<file path="src/tbd_pkg.sv">
// shared constants for the twelve-bit instruction decoder
package tbd_pkg;
  localparam int WORD_W     = 12;
  localparam int FIELD_W    = 3;
  localparam int PAGE_W     = 5;
  localparam int OFFS_W     = 7;
  localparam int STATE_W    = 3;
  // instruction classes (top three bits)
  localparam logic [2:0] OPC_AND  = 3'h0;
  localparam logic [2:0] OPC_TAD  = 3'h1;
  localparam logic [2:0] OPC_ISZ  = 3'h2;
  localparam logic [2:0] OPC_DCA  = 3'h3;
  localparam logic [2:0] OPC_JMS  = 3'h4;
  localparam logic [2:0] OPC_JMP  = 3'h5;
  localparam logic [2:0] OPC_IOT  = 3'h6;
  localparam logic [2:0] OPC_OPR  = 3'h7;
  // field positions inside the instruction word (bit 0 is the lsb)
  localparam int IR_OPC_LSB  = 9;
  localparam int IR_IND_BIT  = 8;
  localparam int IR_PAGE_BIT = 7;
  localparam int IR_DEV_LSB  = 3;
  localparam int IR_DEV_W    = 6;
  localparam int IR_FUNC_W   = 3;
  localparam logic [5:0] DEV_INTERNAL = 6'h00;
  localparam logic [2:0] FUNC_CLEAR   = 3'h7;
  // auto-index window on page zero
  localparam logic [6:0] AUTO_LO = 7'h08;
  localparam logic [6:0] AUTO_HI = 7'h0F;
  // states per machine cycle
  localparam logic [2:0] LEN_5 = 3'h5;
  localparam logic [2:0] LEN_6 = 3'h6;
  localparam logic [2:0] LEN_7 = 3'h7;
  // state slots inside a cycle
  localparam logic [2:0] T_LOAD   = 3'h1;
  localparam logic [2:0] T_LATCH  = 3'h2;
  localparam logic [2:0] T_SEL_A  = 3'h3;
  localparam logic [2:0] T_SEL_B  = 3'h4;
  localparam logic [2:0] T_WR_A   = 3'h5;
  localparam logic [2:0] T_WR_B   = 3'h6;
  localparam logic [2:0] T_CTLCAP = 3'h6;
  // reset values
  localparam logic [11:0] PC_RESET = 12'h000;
  localparam logic [2:0]  T_RESET  = 3'h1;

  typedef enum logic [2:0] {
    TBD_FETCH = 3'h0,
    TBD_INDIR = 3'h1,
    TBD_EXEC1 = 3'h3,
    TBD_EXEC2 = 3'h2,
    TBD_IOA   = 3'h6,
    TBD_IOB   = 3'h7,
    TBD_OPA   = 3'h5,
    TBD_OPB   = 3'h4
  } tbd_cycle_e;
endpackage

</file>
<file path="src/tbd_sync.sv">
// two-stage synchroniser for pin inputs
module tbd_sync #(
  parameter int WIDTH = 4
) (
  input  wire logic             i_clock,
  input  wire logic             i_nrst,
  input  wire logic [WIDTH-1:0] i_async,
  input  wire logic [WIDTH-1:0] i_reset_val,
  output logic      [WIDTH-1:0] o_sync
);
  logic [WIDTH-1:0] meta_q;
  logic [WIDTH-1:0] sync_q;

  always_ff @(posedge i_clock) begin
    if (!i_nrst) begin
      meta_q <= i_reset_val;
      sync_q <= i_reset_val;
    end else begin
      meta_q <= i_async;
      sync_q <= meta_q;
    end
  end

  assign o_sync = sync_q;
endmodule

</file>
<file path="src/tbd_ea.sv">
// direct operand address and auto-index detection
module tbd_ea (
  input  wire logic [11:0] i_instr,
  input  wire logic [11:0] i_cur_addr,
  output logic      [11:0] o_direct_addr,
  output logic             o_auto_index
);
  logic        cur_page_sel;
  logic [6:0]  offs;
  logic [4:0]  page;

  assign offs         = i_instr[tbd_pkg::OFFS_W-1:0];
  assign cur_page_sel = i_instr[tbd_pkg::IR_PAGE_BIT];
  // page number is zero, or the upper five bits of the current address when the page bit is set
  assign page         = cur_page_sel ? i_cur_addr[11:7] : 5'h00;
  assign o_direct_addr = {page, offs};
  assign o_auto_index = !cur_page_sel && i_instr[tbd_pkg::IR_IND_BIT]
                        && (offs >= tbd_pkg::AUTO_LO)
                        && (offs <= tbd_pkg::AUTO_HI);
endmodule

</file>
<file path="src/tbd_core.sv">
// instruction decode, effective address and cycle sequencing core
module tbd_core (
  input  wire logic        i_clock,
  input  wire logic        i_nrst,
  input  wire logic [11:0] i_bus_data,
  input  wire logic [2:0]  i_instr_field,
  input  wire logic [2:0]  i_data_field,
  input  wire logic        i_transfer_ctl_line_0,
  input  wire logic        i_transfer_ctl_line_1,
  input  wire logic        i_transfer_ctl_line_2,
  input  wire logic        i_skip_request_line_n,
  output logic      [11:0] o_bus_addr,
  output logic      [2:0]  o_field_ext,
  output logic      [11:0] o_bus_data,
  output logic             o_address_latch_strobe,
  output logic             o_mem_read,
  output logic             o_mem_write,
  output logic             o_io_device_select_strobe,
  output logic             o_data_field_select_line,
  output logic             o_fetch_cycle,
  output logic             o_io_execute_cycle_first,
  output logic             o_io_execute_cycle_second,
  output logic             o_memory_reference_class,
  output logic             o_io_transfer_class,
  output logic             o_operate_class,
  output logic      [11:0] o_pc,
  output logic      [11:0] o_ac,
  output logic             o_link
);
  tbd_pkg::tbd_cycle_e cyc_q, cyc_d;
  logic [2:0]  t_q, t_d;
  logic [11:0] pc_q, pc_d;
  logic [11:0] ac_q, ac_d;
  logic        link_q, link_d;
  logic [11:0] ir_q, ir_d;
  logic [11:0] mar_q, mar_d;
  logic [11:0] ea_q, ea_d;
  logic [11:0] data_q, data_d;
  logic [11:0] addr_q, addr_d;
  logic [2:0]  fext_q, fext_d;
  logic [11:0] dev_q, dev_d;
  logic [3:0]  ctl_q, ctl_d;
  logic        auto_q, auto_d;

  logic [3:0]  ctl_sync;
  logic [11:0] direct_addr;
  logic        auto_index;
  logic [2:0]  opc;
  logic        indirect;
  logic [5:0]  dev_code;
  logic [2:0]  dev_func;
  logic [2:0]  len;
  logic        last;
  logic        cyc_read;
  logic        cyc_write;
  logic        dfsel;
  logic [12:0] sum;

  tbd_sync #(
    .WIDTH (4)
  ) u_sync (
    .i_clock     (i_clock),
    .i_nrst      (i_nrst),
    .i_async     ({i_skip_request_line_n, i_transfer_ctl_line_2,
                   i_transfer_ctl_line_1, i_transfer_ctl_line_0}),
    .i_reset_val (4'hF),
    .o_sync      (ctl_sync)
  );

  tbd_ea u_ea (
    .i_instr       (ir_q),
    .i_cur_addr    (mar_q),
    .o_direct_addr (direct_addr),
    .o_auto_index  (auto_index)
  );

  assign opc      = ir_q[11:tbd_pkg::IR_OPC_LSB];
  assign indirect = ir_q[tbd_pkg::IR_IND_BIT];
  // device code bits 3-8, operation bits 0-2
  assign dev_code = ir_q[tbd_pkg::IR_DEV_LSB +: tbd_pkg::IR_DEV_W];
  assign dev_func = ir_q[tbd_pkg::IR_FUNC_W-1:0];

  // cycle length per class
  always_comb begin
    len = tbd_pkg::LEN_5;
    case (cyc_q)
      tbd_pkg::TBD_INDIR: len = auto_q ? tbd_pkg::LEN_6 : tbd_pkg::LEN_5;
      tbd_pkg::TBD_EXEC1: begin
        if (opc == tbd_pkg::OPC_ISZ || opc == tbd_pkg::OPC_DCA || opc == tbd_pkg::OPC_JMS) begin
          len = tbd_pkg::LEN_6;
        end
      end
      tbd_pkg::TBD_IOA: len = tbd_pkg::LEN_7;
      tbd_pkg::TBD_IOB: len = tbd_pkg::LEN_6;
      default: len = tbd_pkg::LEN_5;
    endcase
  end

  assign last = (t_q == len);

  // which cycles touch memory
  always_comb begin
    cyc_read  = 1'b0;
    cyc_write = 1'b0;
    case (cyc_q)
      tbd_pkg::TBD_FETCH: cyc_read = 1'b1;
      tbd_pkg::TBD_INDIR: begin
        cyc_read  = 1'b1;
        cyc_write = auto_q;
      end
      tbd_pkg::TBD_EXEC1: begin
        cyc_read  = (opc == tbd_pkg::OPC_AND) || (opc == tbd_pkg::OPC_TAD)
                    || (opc == tbd_pkg::OPC_ISZ);
        cyc_write = (opc == tbd_pkg::OPC_ISZ) || (opc == tbd_pkg::OPC_DCA)
                    || (opc == tbd_pkg::OPC_JMS);
      end
      default: begin
        cyc_read  = 1'b0;
        cyc_write = 1'b0;
      end
    endcase
  end

  // data field only for indirect and/add/isz/deposit execution
  assign dfsel = indirect && (opc <= tbd_pkg::OPC_DCA)
                 && (cyc_q == tbd_pkg::TBD_EXEC1 || cyc_q == tbd_pkg::TBD_EXEC2);

  assign sum = {1'b0, ac_q} + {1'b0, i_bus_data};

  always_comb begin
    cyc_d  = cyc_q;
    t_d    = last ? tbd_pkg::T_LOAD : 3'(t_q + 3'h1);
    pc_d   = pc_q;
    ac_d   = ac_q;
    link_d = link_q;
    ir_d   = ir_q;
    mar_d  = mar_q;
    ea_d   = ea_q;
    data_d = data_q;
    addr_d = addr_q;
    fext_d = fext_q;
    dev_d  = dev_q;
    ctl_d  = ctl_q;
    auto_d = auto_q;
    case (cyc_q)
      tbd_pkg::TBD_FETCH: begin
        if (t_q == tbd_pkg::T_LOAD) begin
          addr_d = pc_q;
          fext_d = i_instr_field;
          mar_d  = pc_q;
          pc_d   = 12'(pc_q + 12'h001);
        end
        if (t_q == tbd_pkg::T_SEL_B) begin
          ir_d = i_bus_data;
        end
        if (last) begin
          ea_d   = direct_addr;
          auto_d = auto_index;
          case (opc)
            tbd_pkg::OPC_IOT: cyc_d = tbd_pkg::TBD_IOA;
            tbd_pkg::OPC_OPR: cyc_d = tbd_pkg::TBD_OPA;
            default: cyc_d = indirect ? tbd_pkg::TBD_INDIR : tbd_pkg::TBD_EXEC1;
          endcase
        end
      end
      tbd_pkg::TBD_INDIR: begin
        if (t_q == tbd_pkg::T_LOAD) begin
          addr_d = ea_q;
          fext_d = i_instr_field;
        end
        if (t_q == tbd_pkg::T_SEL_B) begin
          data_d = auto_q ? 12'(i_bus_data + 12'h001) : i_bus_data;
        end
        if (last) begin
          ea_d  = data_q;
          cyc_d = tbd_pkg::TBD_EXEC1;
        end
      end
      tbd_pkg::TBD_EXEC1: begin
        if (t_q == tbd_pkg::T_LOAD) begin
          addr_d = ea_q;
          fext_d = dfsel ? i_data_field : i_instr_field;
          if (opc == tbd_pkg::OPC_DCA) begin
            data_d = ac_q;
          end
          if (opc == tbd_pkg::OPC_JMS) begin
            data_d = pc_q;
          end
        end
        if (t_q == tbd_pkg::T_SEL_B) begin
          case (opc)
            tbd_pkg::OPC_AND: ac_d = ac_q & i_bus_data;
            tbd_pkg::OPC_TAD: begin
              ac_d   = sum[11:0];
              link_d = link_q ^ sum[12];
            end
            tbd_pkg::OPC_ISZ: data_d = 12'(i_bus_data + 12'h001);
            default: ac_d = ac_q;
          endcase
        end
        if (last) begin
          cyc_d = tbd_pkg::TBD_FETCH;
          case (opc)
            tbd_pkg::OPC_ISZ: cyc_d = tbd_pkg::TBD_EXEC2;
            tbd_pkg::OPC_DCA: ac_d  = 12'h000;
            tbd_pkg::OPC_JMS: pc_d  = 12'(ea_q + 12'h001);
            tbd_pkg::OPC_JMP: pc_d  = ea_q;
            default: cyc_d = tbd_pkg::TBD_FETCH;
          endcase
        end
      end
      tbd_pkg::TBD_EXEC2: begin
        if (last) begin
          if (data_q == 12'h000) begin
            pc_d = 12'(pc_q + 12'h001);
          end
          cyc_d = tbd_pkg::TBD_FETCH;
        end
      end
      tbd_pkg::TBD_IOA: begin
        if (t_q == tbd_pkg::T_LOAD) begin
          addr_d = ir_q;
          data_d = ac_q;
        end
        if (t_q == tbd_pkg::T_SEL_B) begin
          dev_d = i_bus_data;
        end
        if (t_q == tbd_pkg::T_CTLCAP) begin
          ctl_d = (dev_code == tbd_pkg::DEV_INTERNAL) ? 4'hF : ctl_sync;
        end
        if (last) begin
          cyc_d = tbd_pkg::TBD_IOB;
        end
      end
      tbd_pkg::TBD_IOB: begin
        if (last) begin
          cyc_d = tbd_pkg::TBD_FETCH;
          if (dev_code == tbd_pkg::DEV_INTERNAL) begin
            if (dev_func == tbd_pkg::FUNC_CLEAR) begin
              ac_d   = 12'h000;
              link_d = 1'b0;
            end
          end else if (!ctl_q[2]) begin
            pc_d = ctl_q[1] ? 12'(pc_q + dev_q) : dev_q;
          end else begin
            case (ctl_q[1:0])
              2'h2:    ac_d = 12'h000;
              2'h1:    ac_d = ac_q | dev_q;
              2'h0:    ac_d = dev_q;
              default: ac_d = ac_q;
            endcase
            if (!ctl_q[3]) begin
              pc_d = 12'(pc_q + 12'h001);
            end
          end
        end
      end
      tbd_pkg::TBD_OPA: begin
        if (last) begin
          cyc_d = ir_q[tbd_pkg::IR_IND_BIT] ? tbd_pkg::TBD_OPB : tbd_pkg::TBD_FETCH;
        end
      end
      default: begin
        if (last) begin
          cyc_d = tbd_pkg::TBD_FETCH;
        end
      end
    endcase
  end

  always_ff @(posedge i_clock) begin
    if (!i_nrst) begin
      cyc_q  <= tbd_pkg::TBD_FETCH;
      t_q    <= tbd_pkg::T_RESET;
      pc_q   <= tbd_pkg::PC_RESET;
      ac_q   <= 12'h000;
      link_q <= 1'b0;
      ir_q   <= 12'h000;
      mar_q  <= 12'h000;
      ea_q   <= 12'h000;
      data_q <= 12'h000;
      addr_q <= 12'h000;
      fext_q <= 3'h0;
      dev_q  <= 12'h000;
      ctl_q  <= 4'hF;
      auto_q <= 1'b0;
    end else begin
      cyc_q  <= cyc_d;
      t_q    <= t_d;
      pc_q   <= pc_d;
      ac_q   <= ac_d;
      link_q <= link_d;
      ir_q   <= ir_d;
      mar_q  <= mar_d;
      ea_q   <= ea_d;
      data_q <= data_d;
      addr_q <= addr_d;
      fext_q <= fext_d;
      dev_q  <= dev_d;
      ctl_q  <= ctl_d;
      auto_q <= auto_d;
    end
  end

  // bus strobes decoded from the state slot
  assign o_address_latch_strobe = (t_q == tbd_pkg::T_LATCH)
                                  && (cyc_read || cyc_write || cyc_q == tbd_pkg::TBD_IOA);
  assign o_mem_read  = cyc_read && (t_q == tbd_pkg::T_SEL_A || t_q == tbd_pkg::T_SEL_B);
  assign o_mem_write = cyc_write && (cyc_read ? (t_q == tbd_pkg::T_WR_A || t_q == tbd_pkg::T_WR_B)
                                              : (t_q == tbd_pkg::T_SEL_A || t_q == tbd_pkg::T_SEL_B));
  assign o_io_device_select_strobe = (cyc_q == tbd_pkg::TBD_IOA)
                                     && (dev_code != tbd_pkg::DEV_INTERNAL)
                                     && (t_q == tbd_pkg::T_SEL_A || t_q == tbd_pkg::T_SEL_B);
  assign o_data_field_select_line  = dfsel;
  assign o_fetch_cycle             = (cyc_q == tbd_pkg::TBD_FETCH);
  assign o_io_execute_cycle_first  = (cyc_q == tbd_pkg::TBD_IOA);
  assign o_io_execute_cycle_second = (cyc_q == tbd_pkg::TBD_IOB);
  assign o_memory_reference_class  = (opc <= tbd_pkg::OPC_JMP);
  assign o_io_transfer_class       = (opc == tbd_pkg::OPC_IOT);
  assign o_operate_class           = (opc == tbd_pkg::OPC_OPR);
  assign o_bus_addr  = addr_q;
  assign o_field_ext = fext_q;
  assign o_bus_data  = data_q;
  assign o_pc        = pc_q;
  assign o_ac        = ac_q;
  assign o_link      = link_q;
endmodule

</file>
<file path="config.mk">
export PLATFORM = sky130hd
export DESIGN_NAME = tbd_core
export DESIGN_NICKNAME = d
export VERILOG_FILES = /design/src/tbd_pkg.sv /design/src/tbd_sync.sv /design/src/tbd_ea.sv /design/src/tbd_core.sv
export SDC_FILE = /design/constraint.sdc
export NUM_CORES = 1
export LEC_CHECK = 0
export BUFFER_PORTS_ARGS = -buffer_cell sky130_fd_sc_hd__buf_2
export CAP_MARGIN = 40
export CORE_UTILIZATION = 40
export CTS_CLUSTER_SIZE = 14
export DETAILED_ROUTE_END_ITERATION = 16
export GPL_TIMING_DRIVEN = 0
export PLACE_DENSITY = 0.58
export SYNTH_ARGS = -nofsm -noshare
export SYNTH_HDL_FRONTEND = slang
export SYNTH_SLANG_ARGS = --single-unit
export TNS_END_PERCENT = 100
</file>
<file path="constraint.sdc">
create_clock -name i_clock -period 3 [get_ports i_clock]
set_input_delay 0.3 -clock i_clock [delete_from_list [all_inputs] [get_ports i_clock]]
set_output_delay 0.3 -clock i_clock [all_outputs]
set_load 0.02 [all_outputs]
</file>
## Word-level counts from Yosys, hierarchy flattened

Cells that the tools add are included.

| storage, ports and cells | value |
|---|---|
| register bits after elaboration | 119 |
| bits of input ports | 24 |
| output and inout bits | 63 |

| cells by class | value |
|---|---|
| $add $sub $neg | 6 |
| magnitude comparators | 4 |
| eq/ne operators | 45 |
| mux-type cells | 66 |
| bitwise gates (word level) | 4 |
| reduce and logical (&&, ||, !) cells | 47 |

Operators with widths:

| cell | count |
|---|---|
| $mux W12 | 29 |
| $pmux W12 S3 | 3 |
| $pmux W12 S2 | 4 |
| $pmux W12 S4 | 1 |
| $add A12 B1 Y12 const B | 3 |
| $eq A3 B3 Y1 const B | 11 |
| $mux W3 | 10 |
| $ne A2 B1 Y1 const B | 11 |
| $eq A3 B2 Y1 const B | 6 |
| $pmux W3 S5 | 1 |
| $add A12 B12 Y13 | 1 |
| $add A12 B12 Y12 | 1 |
| $and A12 B12 Y12 | 1 |
| $logic_not A12 Y1 | 1 |
| $ne A2 B2 Y1 const B | 6 |
| $or A12 B12 Y12 | 1 |
| $pmux W3 S2 | 2 |
| $logic_and A1 B1 Y1 | 10 |
| $reduce_and A2 Y1 | 5 |
| $eq A3 B1 Y1 const B | 3 |
| $logic_or A1 B1 Y1 | 9 |
| $reduce_and A3 Y1 | 3 |
| $reduce_and A9 Y1 | 1 |
| $mux W2 | 4 |
| 31 further kinds | 45 |

## Longest topological paths before layout

| depth | value |
|---|---|
| depth in word-level cells | 8 |
| mapped depth | 10 |
| mapped depth without buffers | 10 |

## By module

Synthesis repeated with hierarchy kept, for this count alone.

| unflattened totals | value |
|---|---|
| cell total of the unflattened synthesis | 1052 |
| area, all modules | 8225.4 µm² |

By module, submodules not included:

| module | times used | cells an instance | area each (µm²) | sequential area each (µm²) |
|---|---|---|---|---|
| tbd_core | 1 | 1021 | 7822.5 | 2222.1 |
| tbd_sync | 1 | 17 | 291.5 | 160.2 |
| tbd_ea | 1 | 14 | 111.4 | 0.0 |

## Worst setup path after synthesis

OpenSTA, ideal clock, no wires.

| timing | value |
|---|---|
| path type | reg-to-reg |
| from | register ac_q[0], in the netlist o_ac[0] |
| to | register ac_q[10], in the netlist o_ac[10] |
| arrival | 2.285 ns |
| data required time | 2.883 ns |
| setup slack | 0.598 ns |
| cell stages (with the launch flop) | 10 |
| buffers on the path | 0 |
| cells stage by stage | dfxtp_1 -> ha_1 -> fa_1 -> a21oi_1 -> o21ai_0 -> and3_1 -> or2_2 -> xnor2_1 -> o211ai_1 -> a32o_1 |

| on the way | value |
|---|---|
| cells in the longest elaborated chain, start to end | 6 |

RTL lines:

| what | line | source |
|---|---|---|
| from (decl) | tbd_core.sv:33 | `logic [11:0] ac_q, ac_d;` |
| from (signal assigned) | tbd_core.sv:276 | `ac_q <= 12'h000;` |
| from (signal assigned) | tbd_core.sv:291 | `ac_q <= ac_d;` |
| $add A12 B12 Y13 (*) | tbd_core.sv:128 | `assign sum = {1'b0, ac_q} + {1'b0, i_bus_data};` |
| $pmux W12 S2 (*) | tbd_core.sv:191 | `case (opc)` |
| $mux W12 (*) | tbd_core.sv:190 | `if (t_q == tbd_pkg::T_SEL_B) begin` |
| $mux W12 | tbd_core.sv:203 | `case (opc)` |
| $mux W12 (*) | tbd_core.sv:201 | `if (last) begin` |
| $pmux W12 S2 (*) | tbd_core.sv:145 | `case (cyc_q)` |

Every way passes the cells marked *; elsewhere a longest branch is shown, timed or not.
A chain may end at the register's enable or synchronous reset.

## Worst setup path after layout

| timing | value |
|---|---|
| from | register cyc_q[0] |
| to | output port o_address_latch_strobe |

| on the way | value |
|---|---|
| cells in the longest elaborated chain, start to end | 6 |
| elaborated cells on any way between the ends | 10 |

RTL lines:

| what | line | source |
|---|---|---|
| from (decl) | tbd_core.sv:30 | `tbd_pkg::tbd_cycle_e cyc_q, cyc_d;` |
| from (signal assigned) | tbd_core.sv:273 | `cyc_q <= tbd_pkg::TBD_FETCH;` |
| from (signal assigned) | tbd_core.sv:288 | `cyc_q <= cyc_d;` |
| $eq A3 B1 Y1 / $logic_not A3 Y1 (equally long branches) | tbd_core.sv:105 | `case (cyc_q)` |
| $reduce_or A2 Y1 (no line) | - |  |
| $pmux W1 S2 | tbd_core.sv:105 |  |
| $logic_or A1 B1 Y1 | tbd_core.sv:307 | `&& (cyc_read \|\| cyc_write \|\| cyc_q == tbd_pkg::TBD_IOA);` |
| $logic_or A1 B1 Y1 (*) | tbd_core.sv:307 |  |
| $logic_and A1 B1 Y1 (*) | tbd_core.sv:307 |  |
| to (decl) | tbd_core.sv:15 | `output logic o_address_latch_strobe,` |

Marked as above.

==> summary.md <==
| Metric | Value |
|---|---|
| Syn avg cell area | 7.42 um2 |
| Top Usage Layer GRT | met2 |
| Post-layout util | 46.5% |
| Pre-CTS worst setup slack | 0.00370 ns |
| Worst setup path category | flop to primary output |
| IO Pins | 87 |
| Synthesized area | 7960 um2 |
| Yosys top cell area share | 28.2% |
| Die area | 20500 um2 |
| Critical path's slowest cell | dfxtp_1 |
| Min Hold Slack | 0.109 ns |
| Max_cap viols | 0 |
| Ys Warns | 0 |
| Post-detail-place hpwl | 24200 um |
| Total Routed Length | 31900 um |
| Cell family with the largest share of critical-path delay | buffers and inverters |
| Max Buffers Root-to-Sink | 2 |
| Worst Path Arrival | 2.69 ns |
| Area of the multi-input gates | 5300 um2 |
| Setup ws final | 0.0131 ns |
| Fraction of layout cells with a size suffix above 1 | 11.6% |
| DR pass1 iterations | 5 |
| CP Cell Sequence | clkbuf_2, clkbuf_2, nor3b_1, o21ai_1, a311oi_1, buf_2 |
| Min Clock Period, post-route | 2.99 ns |
| Reg clk slew, reported paths | 0.08 ns |
| Drt first-iter violations | 989 |
| Final cell area excluding filler cells | 9050 um2 |
| Layout Nets | 1225 |
| Initial Utilization | 40.9% |
| First-pass GRT wire length | 47700 um |
| Slew margin rel. | 43.7% |
| Fmax | 0.335 GHz |
| Total power | 6.09 mW |
| RD Place Congestion | 0.960 |
| Vias/cell | 6.09 |
| Vias in the first global route | 7936 |
| Pins Over Slew Limit | 0 |
| PortBufs | 85 |
| Fin Clk Skew | 0.0121 ns |
| Final period utilization | 99.6% |
| Filler cell count | 2022 |
| Endpoints failing setup | 0 |
| Core area | 19500 um2 |
| Area growth from synthesis to layout | 13.8% |
| Tightest Hold Check Type | input port to flop |
| CP endpoint kind | primary output |
| CP max FO | 10 |
| Synth cell types | 76 |
| Gr ovfl total | 0 |
| Seq cells post-synth | 112 |
| M2 GR Usage | 48.2% |
| Initial antenna violation count | 0 |
| Slew @ Worst Pin | 0.844 ns |
| EDFF count, synth | 0 |
| Drt drc | 0 |
| FP Rows | 51 |
| Die Ht | 143 um |
| Startpoint Class | flop |
| CTS Sinks | 112 |
| Storage element area | 2240 um2 |
| Worst Path Buf+Inv | 3 |
| Required @ worst endpoint | 2.70 ns |
| Post-synth ARST share | 0% |
| Power density over the cells | 672 nW/um2 |
| Routed Antenna Nets | 0 |
| LEAKAGE | 3.28 nW |
| Cells after Synth | 1073 |
| Worst path most repeated cell | clkbuf_2 |
| RSZ-0062 raised after global routing | false |
| CTS tree | done |
| Status | finished clean |
| Seq/Total Area, Yosys | 28.2% |
| # diodes | 0 |
| Root buffer cell | clkbuf_16 |
| Largest cells by area after synthesis | dfxtp_1 (28%), nand2_1 (7.1%), a21oi_1 (6.9%) |
| Met1 GRT Util | 43.4% |
| Met3 usage | 4.23% |
| CTS Buf Count | 9 |
| Mean routed wirelength per cell | 22.2 um |
| Worst path max stage delay | 0.54 ns |
| H-tree depth | 3 |
| Largest net degree at the start of global routing | 19 |
| Largest area contributor in the netlist | dfxtp_1 |
| Hold-fix buffers at CTS | 0 |
| Vias | 8770 |
| Final hold viol count | 0 |
| Main synth FF type | dfxtp_1 |
| Dpl cell area | 8730 um2 |
| GRT Total Usage | 31.3% |
| Max IR drop VDD | 305 uV |
| Syn Nets | 1129 |
| Clock latency on the worst-skew pair | 0.37 ns |
| Die width | 143 um |
-- final timing paths --
kind	startpoint	endpoint	slack [ns]	depth (start not counted)
worst min register to register	u_sync.meta_q[0]$_SDFF_PN1_	u_sync.o_sync[0]$_SDFF_PN1_	0.41	1
worst max-delay path	cyc_q[0]$_SDFFE_PN0N_	o_address_latch_strobe	0.01	6
worst min-delay path	i_transfer_ctl_line_1	u_sync.meta_q[1]$_SDFF_PN1_	0.11	2
worst max register to register	ir_q[11]$_SDFFE_PN0P_	o_pc[0]$_SDFFE_PN0P_	0.12	8
-- state kept, by name, summed over array words and instances (netlist names), 5 cells and up --
name,cells
dev_q,12
ea_q,12
ir_q,12
mar_q,5
o_ac,12
o_bus_addr,12
o_bus_data,12
o_pc,12
-- synth_stat cells, types with 5 or more instances --
master	number
a31oi_1	10
buf_1	6
nor3_1	22
a21oi_1	110
a22oi_1	7
a311oi_1	18
clkbuf_1	70
a221oi_1	17
xnor2_1	32
mux2_2	5
o22ai_1	17
a211oi_1	34
nor3b_1	6
inv_1	26
nand3b_1	5
nand2_1	151
a21o_1	9
nor2_1	90
mux2i_1	16
buf_2	6
o21ai_0	54
o211ai_1	10
o21a_1	6
nand3_1	37
and3_1	13
dfxtp_1	112
and2_1	6
nor2b_1	11
ha_1	30
nor4_1	6
nand2b_1	13
nand4_1	13
xor2_1	24
-- cell usage in the layout (no fill, tap or decap), types with 4 or more instances in the layout --
| cell | n |
|---|---|
| clkbuf_16 | 9 |
| nand2_1 | 151 |
| dfxtp_1 | 112 |
| o22ai_1 | 17 |
| nand3_1 | 36 |
| a21o_1 | 9 |
| a31oi_1 | 10 |
| inv_1 | 26 |
| nand2b_1 | 13 |
| a311oi_1 | 18 |
| mux2_2 | 5 |
| buf_1 | 5 |
| nor4_1 | 6 |
| a22o_1 | 4 |
| buf_2 | 91 |
| nand4_1 | 13 |
| a211oi_1 | 34 |
| o211ai_1 | 10 |
| and3_1 | 13 |
| o21a_1 | 6 |
| a22oi_1 | 7 |
| nor2b_1 | 11 |
| nor2_1 | 89 |
| clkbuf_2 | 5 |
| xor2_1 | 24 |
| clkbuf_1 | 66 |
| a21oi_1 | 110 |
| or3_1 | 4 |
| and2_1 | 6 |
| nor3b_1 | 6 |
| nand3b_1 | 5 |
| ha_1 | 30 |
| xnor2_1 | 32 |
| a221oi_1 | 17 |
| o21ai_0 | 53 |
| nor3_1 | 22 |
| mux2i_1 | 16 |
-- power breakdown --
group          total [mW]  internal [mW]  switching, mW
clock                1.29          0.680          0.612
combinational        2.73          0.900           1.83
sequential           2.07           1.72          0.345
total                6.09           3.30           2.78
-- what timing repair did --
action,CTS,global route
endpoints found under the setup margin,5,5
resized for setup,6,5
buffers inserted,0,0
-- cell families (layout without fill, tap and decap cells) --
family	count (synthesis)	in the layout	synth area share, %
fa+ha+maj	32	32	5.22
mux	21	21	2.72
xor+xnor	56	56	6.16
compound gates	350	350	29.6
simple gates	391	391	22.7
buf+inv	111	212	5.42
flops	112	112	28.2
-- area by class of cell --
class | count | share of cell area, %
Buffer | 82 | 3.63
Clock buffer | 11 | 2.68
Clock inverter | 5 | 0.705
Inverter | 28 | 1.16
Multi-Input combinational cell | 850 | 58.6
Sequential cell | 112 | 24.8
Tap cell | 265 | 3.66
Timing Repair Buffer | 86 | 4.82
-- routing by layer --
| metal | part of all wire, % | vias to the layer above |
|---|---|---|
| met5 | 0 | - |
| met4 | 3.7 | 0 |
| met3 | 8.9 | 76 |
| met2 | 43 | 489 |
| met1 | 44 | 4073 |
| li1 | - | 4132 |
-- stage by stage --
step / std cells / setup TNS (ns)
floorplan: 1073 / 0
global placement: 1423 / -0.0373
detailed placement: 1424 / 0
CTS: 1440 / -0.0771
global route: 1439 / 0
finish: 1439 / 0
Power figures use the tool's default switching activity.
